<file path="config.mk">
export PLATFORM = sky130hd
export DESIGN_NAME = i2csc_core
export DESIGN_NICKNAME = d
export VERILOG_FILES = /design/src/rtl/i2csc_core.v
export VERILOG_INCLUDE_DIRS = /design/src /design/src/rtl
export SDC_FILE = /design/constraint.sdc
export NUM_CORES = 1
export LEC_CHECK = 0
export BUFFER_PORTS_ARGS = -buffer_cell sky130_fd_sc_hd__buf_2
export CORE_MARGIN = 10
export CORE_UTILIZATION = 47
export DETAILED_ROUTE_END_ITERATION = 8
export PLACE_DENSITY = 0.7
export REMOVE_ABC_BUFFERS = 1
export SLEW_MARGIN = 5
export SYNTH_ARGS = -nofsm -noshare
export SYNTH_HDL_FRONTEND = slang
export SYNTH_SLANG_ARGS = --single-unit
</file>
<file path="constraint.sdc">
create_clock -name CLK -period 6.6 [get_ports CLK]
set_clock_uncertainty 0.15 [all_clocks]
set_input_delay 0 -clock CLK [delete_from_list [all_inputs] [get_ports CLK]]
set_output_delay 0 -clock CLK [all_outputs]
set_load 0.005 [all_outputs]
</file>
<file path="src/rtl/i2csc_map.vh">
// Purpose: Offsets, field positions, reset values and counts for the I2C status/divider block
// Assumes: 32-bit word registers at byte offsets
// Notes: Control register offset chosen locally; no offset is printed for it
`ifndef I2CSC_MAP_VH
`define I2CSC_MAP_VH

// ----------------------------------------
// Register offsets
// ----------------------------------------
`define I2CSC_OFS_CTRL 8'h00
`define I2CSC_OFS_STAT 8'h04
`define I2CSC_OFS_DIV 8'h08
`define I2CSC_OFS_GLT 8'h14

// ----------------------------------------
// Control bits
// ----------------------------------------
`define I2CSC_CTL_SRST 0
`define I2CSC_CTL_EN 1
`define I2CSC_CTL_SCLEN 2
`define I2CSC_CTL_TXIE 8
`define I2CSC_CTL_RXIE 9
`define I2CSC_CTL_NACKIE 10
`define I2CSC_CTL_STOPIE 11
`define I2CSC_CTL_ADDRIE 12
`define I2CSC_CTL_ARBIE 13
`define I2CSC_CTL_STARTIE 14
`define I2CSC_CTL_WMASK 32'h00007f07

// ----------------------------------------
// Status bits
// ----------------------------------------
`define I2CSC_ST_DIR 0
`define I2CSC_ST_ACK 1
`define I2CSC_ST_CBUSY 2
`define I2CSC_ST_FBUSY 3
`define I2CSC_ST_TXD 4
`define I2CSC_ST_RXD 5
`define I2CSC_ST_NACKERR 6
`define I2CSC_ST_STOP 7
`define I2CSC_ST_OWNADDR 8
`define I2CSC_ST_GCALL 9
`define I2CSC_ST_ARBLOST 10
`define I2CSC_ST_START 11
`define I2CSC_ST_DEFADDR 20

// ----------------------------------------
// Widths, resets, counts
// ----------------------------------------
`define I2CSC_DIV_W 18
`define I2CSC_GLT_LSB 10
`define I2CSC_GLT_W 4
`define I2CSC_RST_CR 32'h00000000
`define I2CSC_RST_DIV 18'h00000
`define I2CSC_SRST_CYC 2'h2

`endif

</file>
<file path="src/rtl/i2csc_core.v">
// Purpose: Enable and soft reset, event status flags with read-to-clear, IRQ, SCL divider
// Assumes: Register port is a simple synchronous strobe interface; events are one-cycle pulses
// Notes: Glitch length adds its extra cycles to one SCL half period per full period
`timescale 1ns/1ps
`include "i2csc_map.vh"

module i2csc_core
(
    // Clock and reset
    input wire CLK,
    input wire RST,
    // Register access
    input wire REG_WR,
    input wire REG_RD,
    input wire [7:0] REG_ADDR,
    input wire [31:0] REG_WDATA,
    output reg [31:0] REG_RDATA,
    // Bus events, one-cycle pulses
    input wire EV_DEFAULT_ADDR,
    input wire EV_START,
    input wire EV_ARB_LOST,
    input wire EV_GENERAL_CALL,
    input wire EV_OWN_ADDR,
    input wire EV_STOP,
    input wire EV_SLAVE_NACK,
    input wire EV_RX_BYTE,
    input wire EV_TX_BYTE,
    // Bus state levels
    input wire IS_MASTER,
    input wire IS_SLAVE,
    input wire IS_RECEIVER,
    input wire BUS_BUSY,
    input wire OWN_START,
    input wire NACK_SEEN,
    // Outputs
    output reg IRQ,
    output reg CTRL_ENABLE,
    output reg CTRL_RESET,
    output reg SCL_DRIVE,
    output reg [3:0] GLITCH_LEN
);

// ----------------------------------------
// Registers
// ----------------------------------------
reg [31:0] ctrl_q;
reg [1:0] srst_cnt_q;
reg [17:0] div_q;
reg [3:0] glt_q;
reg [17:0] cnt_q;
reg [3:0] ext_q;
reg ext_done_q;
reg scl_q;
reg ev_defa_q, ev_start_q, ev_arb_q, ev_gcall_q, ev_own_q;
reg ev_stop_q, ev_nack_q, ev_rxd_q, ev_txd_q;
reg cbusy_q, ack_q;
reg [31:0] stat_w;
reg [31:0] rdata_d;
wire run;
wire rd_stat;
wire wr_ctrl;
wire soft_rst;

// Flag update: set wins over read clear
function next_flag;
    input cur;
    input set;
    input clr;
    begin
        next_flag = set | (cur & ~clr);
    end
endfunction

function sel;
    input [7:0] a;
    input [7:0] ofs;
    begin
        sel = (a == ofs);
    end
endfunction

assign wr_ctrl = REG_WR & sel(REG_ADDR, `I2CSC_OFS_CTRL);
assign rd_stat = REG_RD & sel(REG_ADDR, `I2CSC_OFS_STAT);
assign soft_rst = ctrl_q[`I2CSC_CTL_SRST];
assign run = ctrl_q[`I2CSC_CTL_EN] & ~soft_rst;

// ----------------------------------------
// Control and configuration
// ----------------------------------------
always @(posedge CLK or posedge RST)
begin
    if (RST)
    begin
        ctrl_q <= `I2CSC_RST_CR;
        srst_cnt_q <= 2'h0;
        div_q <= `I2CSC_RST_DIV;
        glt_q <= 4'h0;
    end
    else
    begin
        if (wr_ctrl)
        begin
            ctrl_q <= REG_WDATA & `I2CSC_CTL_WMASK;
            srst_cnt_q <= 2'h0;
        end
        else if (soft_rst)
        begin
            // Self-clear after two clocks
            if (srst_cnt_q == `I2CSC_SRST_CYC - 2'h1)
            begin
                ctrl_q[`I2CSC_CTL_SRST] <= 1'b0;
                srst_cnt_q <= 2'h0;
            end
            else
            begin
                srst_cnt_q <= srst_cnt_q + 2'h1;
            end
        end
        if (REG_WR & sel(REG_ADDR, `I2CSC_OFS_DIV))
        begin
            div_q <= REG_WDATA[`I2CSC_DIV_W-1:0];
        end
        if (REG_WR & sel(REG_ADDR, `I2CSC_OFS_GLT))
        begin
            glt_q <= REG_WDATA[`I2CSC_GLT_LSB+`I2CSC_GLT_W-1:`I2CSC_GLT_LSB];
        end
    end
end

// ----------------------------------------
// Event flags
// ----------------------------------------
always @(posedge CLK or posedge RST)
begin
    if (RST)
    begin
        ev_defa_q <= 1'b0;
        ev_start_q <= 1'b0;
        ev_arb_q <= 1'b0;
        ev_gcall_q <= 1'b0;
        ev_own_q <= 1'b0;
        ev_stop_q <= 1'b0;
        ev_nack_q <= 1'b0;
        ev_rxd_q <= 1'b0;
        ev_txd_q <= 1'b0;
        cbusy_q <= 1'b0;
        ack_q <= 1'b0;
    end
    else if (soft_rst)
    begin
        // Soft reset wipes controller state
        ev_defa_q <= 1'b0;
        ev_start_q <= 1'b0;
        ev_arb_q <= 1'b0;
        ev_gcall_q <= 1'b0;
        ev_own_q <= 1'b0;
        ev_stop_q <= 1'b0;
        ev_nack_q <= 1'b0;
        ev_rxd_q <= 1'b0;
        ev_txd_q <= 1'b0;
        cbusy_q <= 1'b0;
        ack_q <= 1'b0;
    end
    else
    begin
        ev_defa_q <= next_flag(ev_defa_q, run & EV_DEFAULT_ADDR, rd_stat);
        ev_start_q <= next_flag(ev_start_q, run & EV_START, rd_stat);
        ev_arb_q <= next_flag(ev_arb_q, run & IS_MASTER & EV_ARB_LOST, rd_stat);
        ev_gcall_q <= next_flag(ev_gcall_q, run & IS_SLAVE & EV_GENERAL_CALL, rd_stat);
        ev_own_q <= next_flag(ev_own_q, run & IS_SLAVE & EV_OWN_ADDR, rd_stat);
        ev_stop_q <= next_flag(ev_stop_q, run & EV_STOP, rd_stat);
        ev_nack_q <= next_flag(ev_nack_q, run & IS_MASTER & EV_SLAVE_NACK, rd_stat);
        ev_rxd_q <= next_flag(ev_rxd_q, run & EV_RX_BYTE, rd_stat);
        ev_txd_q <= next_flag(ev_txd_q, run & EV_TX_BYTE, rd_stat);
        // Own transaction window: own start until next stop
        if (run & OWN_START)
        begin
            cbusy_q <= 1'b1;
        end
        else if (EV_STOP | ~run)
        begin
            cbusy_q <= 1'b0;
        end
        // Not-acknowledge status follows the last acknowledge slot
        if (run & NACK_SEEN)
        begin
            ack_q <= 1'b1;
        end
        else if (run & (EV_RX_BYTE | EV_TX_BYTE | EV_START))
        begin
            ack_q <= 1'b0;
        end
    end
end

// ----------------------------------------
// Status word and read data
// ----------------------------------------
always @*
begin
    stat_w = 32'h00000000;
    stat_w[`I2CSC_ST_DEFADDR] = ev_defa_q;
    stat_w[`I2CSC_ST_START] = ev_start_q;
    stat_w[`I2CSC_ST_ARBLOST] = ev_arb_q;
    stat_w[`I2CSC_ST_GCALL] = ev_gcall_q;
    stat_w[`I2CSC_ST_OWNADDR] = ev_own_q;
    stat_w[`I2CSC_ST_STOP] = ev_stop_q;
    stat_w[`I2CSC_ST_NACKERR] = ev_nack_q;
    stat_w[`I2CSC_ST_RXD] = ev_rxd_q;
    stat_w[`I2CSC_ST_TXD] = ev_txd_q;
    stat_w[`I2CSC_ST_FBUSY] = run & BUS_BUSY & ~cbusy_q;
    stat_w[`I2CSC_ST_CBUSY] = cbusy_q;
    stat_w[`I2CSC_ST_ACK] = ack_q;
    stat_w[`I2CSC_ST_DIR] = run & ((IS_MASTER & IS_RECEIVER) | (IS_SLAVE & ~IS_RECEIVER));
    rdata_d = 32'h00000000;
    case (REG_ADDR)
        `I2CSC_OFS_CTRL: rdata_d = ctrl_q;
        `I2CSC_OFS_STAT: rdata_d = stat_w;
        `I2CSC_OFS_DIV: rdata_d = {14'h0000, div_q};
        `I2CSC_OFS_GLT: rdata_d = {18'h00000, glt_q, 10'h000};
        default: rdata_d = 32'h00000000;
    endcase
end

// ----------------------------------------
// SCL divider
// ----------------------------------------
// Extra glitch cycles are spent once per period, on the low half
always @(posedge CLK or posedge RST)
begin
    if (RST)
    begin
        cnt_q <= `I2CSC_RST_DIV;
        ext_q <= 4'h0;
        ext_done_q <= 1'b0;
        scl_q <= 1'b1;
    end
    else if (~(run & ctrl_q[`I2CSC_CTL_SCLEN]))
    begin
        cnt_q <= div_q;
        ext_q <= glt_q;
        ext_done_q <= 1'b0;
        scl_q <= 1'b1;
    end
    else if (cnt_q != 18'h00000)
    begin
        cnt_q <= cnt_q - 18'h00001;
    end
    else if (~scl_q & ~ext_done_q & (ext_q != 4'h0))
    begin
        ext_q <= ext_q - 4'h1;
        if (ext_q == 4'h1)
        begin
            ext_done_q <= 1'b1;
        end
    end
    else
    begin
        // Zero plus one reload cycle gives divider+2 per half period
        cnt_q <= div_q + 18'h00001;
        scl_q <= ~scl_q;
        ext_q <= glt_q;
        ext_done_q <= 1'b0;
    end
end

// ----------------------------------------
// Registered outputs
// ----------------------------------------
always @(posedge CLK or posedge RST)
begin
    if (RST)
    begin
        REG_RDATA <= 32'h00000000;
        IRQ <= 1'b0;
        CTRL_ENABLE <= 1'b0;
        CTRL_RESET <= 1'b0;
        SCL_DRIVE <= 1'b1;
        GLITCH_LEN <= 4'h0;
    end
    else
    begin
        REG_RDATA <= REG_RD ? rdata_d : 32'h00000000;
        IRQ <= (ev_start_q & ctrl_q[`I2CSC_CTL_STARTIE])
             | (ev_arb_q & ctrl_q[`I2CSC_CTL_ARBIE])
             | ((ev_own_q | ev_gcall_q | ev_defa_q) & ctrl_q[`I2CSC_CTL_ADDRIE])
             | (ev_stop_q & ctrl_q[`I2CSC_CTL_STOPIE])
             | (ev_nack_q & ctrl_q[`I2CSC_CTL_NACKIE])
             | (ev_rxd_q & ctrl_q[`I2CSC_CTL_RXIE])
             | (ev_txd_q & ctrl_q[`I2CSC_CTL_TXIE]);
        CTRL_ENABLE <= run;
        CTRL_RESET <= soft_rst;
        SCL_DRIVE <= scl_q;
        GLITCH_LEN <= glt_q;
    end
end

endmodule

</file>
-- After elaboration in Yosys (flattened, before gate mapping)
Index checks and enable logic that the tools add are counted.
- word-level logic and storage cells: 154
- latch bits: 0
- memories kept: 0
- input port bits: 59
- memory bits (read-only): 0
- output and inout bits: 40
- flip-flop bits (word level): 109
- bits in writable memories: 0
- reductions and logical operators: 8
- multiplexer cells: 36
- multiply operators: 0
- equality and inequality tests: 9
- bitwise gates (word level): 71
- shift operators: 0
- $add $sub $neg: 4
- div/mod/pow operators: 0
- $lt $le $gt $ge: 0
- operators by type and width (cell ; number):
    21-bit case mux with 4 select lines ; 1
    18-bit 2-to-1 mux ; 3
    1-bit AND ; 43
    32-bit 2-to-1 mux ; 1
    1-bit 2-to-1 mux ; 25
    1-bit bitwise OR ; 21
    18-bit by 1-bit adder with 18-bit output, second input constant ; 1
    18-bit nonzero test ; 1
    18-bit by 1-bit subtractor with 18-bit output, second input constant ; 1
    4-bit 2-to-1 mux ; 3
    8-bit by 3-bit == test with 1-bit output, second input constant ; 1
    8-bit by 4-bit == test with 1-bit output, second input constant ; 1
    8-bit by 5-bit == test with 1-bit output, second input constant ; 1
    8-bit logical NOT ; 1
    1-bit NOT ; 7
    2-bit 2-to-1 mux ; 3
    3-bit nonzero test ; 2
    4-bit by 1-bit == test with 1-bit output, second input constant ; 1
    2-bit inequality test, second input constant ; 2
    2-bit AND reduction ; 2
    4-bit nonzero test ; 1
    4-bit by 1-bit subtractor with 4-bit output, second input constant ; 1
    3-bit by 2-bit inequality test with 1-bit output, second input constant ; 1
    3-bit inequality test, second input constant ; 1
    3 further kinds ; 3

-- Longest topological paths before layout
- word-level depth: 8
- gate-level depth with buffers: 11
- depth with buffers taken out: 8

-- Worst setup path after synthesis
No wires, ideal clock.
- kind: reg-to-reg
- start: register cnt_q[0]
- end: register cnt_q[16]
- data arrival time: 2369 ps
- stages on the path, launching flop included: 10
- setup slack: 3986 ps
- clock period less this slack: 2614 ps
- buffers on the path: 2
- setup time: 95 ps
- data required time: 6355 ps
- cell sequence: dfrtp_1 inv_1 ha_1 or4b_1 buf_2 or3_1 buf_2 or3b_1 mux2i_1 o31ai_1
- word-level cells in the longest chain between the ends: 3
- elaborated cells on any way between the ends: 5
- classes of those cells: 1 x add/sub; 1 x eq/ne; 2 x mux; 1 x reduce/logical
- RTL lines (item ; RTL line ; text):
    from (decl) ; i2csc_core.v:50 ; reg [17:0] cnt_q;
    from (signal assigned) ; i2csc_core.v:233 ; cnt_q <= `I2CSC_RST_DIV;
    from (signal assigned) ; i2csc_core.v:240 ; cnt_q <= div_q;
    from (signal assigned) ; i2csc_core.v:247 ; cnt_q <= cnt_q - 18'h00001;
    18-bit by 1-bit subtractor with 18-bit output / 18-bit nonzero test (equally long branches) ; i2csc_core.v:247, i2csc_core.v:245 ;
    18-bit 2-to-1 mux ; i2csc_core.v:245 ; else if (cnt_q != 18'h00000)
    18-bit 2-to-1 mux ; i2csc_core.v:238 ; else if (~(run & ctrl_q[`I2CSC_CTL_SCLEN]))
Several ways; a longest one is shown, not always the timed one.
A chain may end at the register's enable or synchronous reset.

-- Worst setup path after layout
- start: register cnt_q[0]
- end: register cnt_q[0]
The elaborated chain is that of the path after synthesis.

==> summary.txt <==
Setup path
  • Reg2reg start: cnt_q[0]$_DFFE_PP0P_
  • Reg2reg path depth: 8
  • WP data required: 6730 ps
  • WS Path Type: reg -> reg
  • Cell family with most CP delay: simple AND/OR/NAND/NOR gates
  • Reg-to-Reg End: cnt_q[0]$_DFFE_PP0P_
  • CP max-delay cell: nor2_2
  • CP max stage delay: 740 ps
  • Worst setup EP type: register
  • R2r setup slk: between 3000 and 4000 ps
  • Crit path buffers/inverters: 1
  • Crit-path cells: inv_1, ha_1, or4b_1, or3_1, nor2_2, o21ai_0, a32oi_1, nand2_1
  • CP Launch Type: register
  • Crit Path Max Fanout: 21
  • Worst path arrival time: 3480 ps

Hold path
  • HP Class: in -> reg
  • Worst hold start: REG_ADDR[4]
  • Hold Path End: REG_RDATA[5]$_DFF_PP0_
  • Hold Path Depth: 4

Logic synthesis
  • Most used DFF post-synth: dfrtp_1
  • Number of synthesized register bits: 96
  • Yosys top cell area share: 49.9%
  • Synth cell types: 50
  • Synth area leaders: dfrtp_1, mux2_2, a21oi_1
  • EDFF count, synth: 0
  • Sequential area share after synthesis: between 50% and 60%
  • Syn_area_per_cell: 10.1 um^2
  • Netlist Area Pre-Place: 0.00471 mm^2
  • Cell count after synthesis: 467
  • Yosys top cell by area: dfrtp_1
  • Yosys warnings: 0
  • Asr flop ratio synth: 100%

Power
  • Gate power share: 17.9%
  • Pwr dens: 234 mW/mm^2
  • Power Internal: 0.000966 W
  • LEAKAGE: between 2 and 3 nW
  • Sequential power share: around half
  • Peak VDD IR: 160 uV
  • Psw: 0.000394 W
  • Final total power: 0.00136 W
  • Net Sw Frac: approximately 29%
  • Clk pwr share: 32.5%

Finish
  • Area growth syn-to-layout: 23.2%
  • Share of layout cells above drive strength 1: between 20% and 30%
  • Post-layout util: 59.4%
  • Final Non-Filler Cells: 710
  • Commonest non-fill, non-tap cell in the layout: dfrtp_1
  • Nets@finish: 636
  • Antenna cells: 0
  • Most frequent cells in the layout: dfrtp_1, buf_2, nor2_1, dlygate4sd3_1, a21oi_1

Clock tree
  • Skew-Pair Late Insertion Delay: between 300 and 400 ps
  • Number of buffers created by CTS: 9
  • CTS Hold Bufs: 45
  • Clock Tree Buf Depth: 2
  • Clock net sink count: 96
  • PostCTS Resize Cnt: 0
  • H-tree level count: 3
  • CTS root buf: clkbuf_8
  • Clk slew on worst S/H paths: roughly 100 ps
  • # Post-CTS Setup Buffers: 0
  • CTS tree: done

Run
  • Max-cap viol count: 0

Global routing
  • Gr ovfl total: 0
  • Global-route total usage across every layer: 18.3%
  • Grt met1 use: a little under a quarter
  • Initial antenna violation count: 0
  • First-pass GRT wire length: about 21,000 um
  • M2 GR Usage: a little under a third
  • GRT busiest layer: met2
  • M3 GR Usage: about 4.1%
  • Largest net degree at the start of global routing: roughly 50
  • Vias in the first global route: about 4,100

Routing
  • Routed WL per cell: roughly 18 um
  • Antenna Nets Post-Route: 0
  • DR vias: 4,105
  • Final Routed Wirelength: 13,100 um
  • Vias per cell: 5.78
  • DR pass1 iterations: 6
  • Number of remaining DRC errors: 0
  • Starting DRC count in detailed routing: 334

Timing
  • Final hold viol count: 0
  • Final setup TNS: 0 ps
  • Fin worst setup slack: 3250 ps
  • RSZ-0062 raised after global routing: false
  • Max-slew headroom: between 30% and 40%
  • Max Slew Vio Count: 0
  • Minimum clock period after layout: between 3000 and 4000 ps
  • F_max: about 300 MHz
  • Final setup fails: 0
  • Fin crit share: 50.7%
  • Slew @ Worst Pin: 1010 ps

Place
  • IO buf count: between 70 and 80
  • Pre-CTS setup slack: approximately 3300 ps
  • DP Cell Count: about 650
  • GP Congestion: between 0.8 and 0.9
  • Dpl hpwl: 8850 um

Floorplan
  • # IOs: 99
  • Die area: 0.0144 mm^2
  • Initial core utilization: 48.2%
  • Die H: between 100 and 150 um
  • Die Width: approximately 120 um
  • CORE AREA: 0.00977 mm^2
  • Rows: 36

Status
  • Run status: completed
-- metrics by stage --
step / hold WS, ps / cell area, um^2
3_3_place_gp: -34.3 / 5120
5_1_grt: 57.2 / 5800
4_1_cts: 7.02 / 5800
6_report: 40.8 / 5800
2_1_floorplan: -67.5 / 4560
3_5_place_dp: -25.0 / 5120
-- cell usage after synthesis, types with 10 or more instances --
master	n
a22oi_1	15
nor2_1	45
nand3_1	16
o21ai_0	14
xnor2_1	13
nor3_1	18
dfrtp_1	94
nand2_1	34
a21oi_1	36
inv_1	10
nand4_1	11
buf_4	14
mux2_2	31
clkbuf_1	19
-- layout make-up --
class	count	area, um^2
inverter	10	40.0
timing repair buffer	120	836
multi-input combinational	335	2130
fill	819	3970
tap	133	166
clock inverter	6	91.3
clock buffer	10	138
sequential	96	2400
-- power by group through the flow --
| stage | logic (W) | clock network, W | registers [W] |
|---|---|---|---|
| finish | 0.000244 | 0.000442 | 0.000674 |
| global route | 0.000275 | 0.000468 | 0.000678 |
| CTS | 0.000243 | 0.000445 | 0.000672 |
| detailed placement | 0.000212 | 0 | 0.000682 |
| global placement | 0.000207 | 0 | 0.000681 |
| floorplan | 0.000153 | 0 | 0.000666 |
-- worst register-to-register path, cell delays in order, from the launching register on --
cell     delay [ps]
dfrtp_1         460
inv_1            90
ha_1            200
or4b_1          560
or3_1           520
nor2_2          740
o21ai_0         250
a32oi_1         230
nand2_1          70
-- registers in the layout, indices dropped and copies added, names as in the netlist, 2 cells and up --
name        cells
REG_RDATA      19
cnt_q          18
div_q          18
ctrl_q         10
GLITCH_LEN      4
ext_q           4
glt_q           4
srst_cnt_q      2
-- kinds of logic after synthesis --
logic type | count (synthesis) | share of synthesized area, %
xor+xnor | 14 | 2.60
flops | 96 | 51.0
fa+ha+maj | 5 | 1.33
other cells | 1 | 0.0796
buf+inv | 48 | 5.05
compound gates | 101 | 13.8
mux | 37 | 8.68
simple gates | 165 | 17.4
-- layer usage --
layer	share of wire, %	vias up
met1	42	2033
met2	50	169
met4	1.5	0
li1	-	1885
met5	0	-
met3	7.0	18
-- worst max path at each step --
stage                          from                    to  slack, ps  depth (start not counted)
3_3_place_gp   cnt_q[0]$_DFFE_PP0P_  cnt_q[1]$_DFFE_PP0P_       3330                          7
3_5_place_dp   cnt_q[0]$_DFFE_PP0P_  cnt_q[1]$_DFFE_PP0P_       3310                          7
2_1_floorplan  cnt_q[0]$_DFFE_PP0P_  ext_q[1]$_DFFE_PP0P_       3820                          8
6_report       cnt_q[0]$_DFFE_PP0P_  cnt_q[0]$_DFFE_PP0P_       3250                          8
5_1_grt        cnt_q[0]$_DFFE_PP0P_  cnt_q[0]$_DFFE_PP0P_       3050                          8
4_1_cts        cnt_q[0]$_DFFE_PP0P_  cnt_q[1]$_DFFE_PP0P_       3280                          7
No activity file was read; power rests on OpenSTA's default activity.
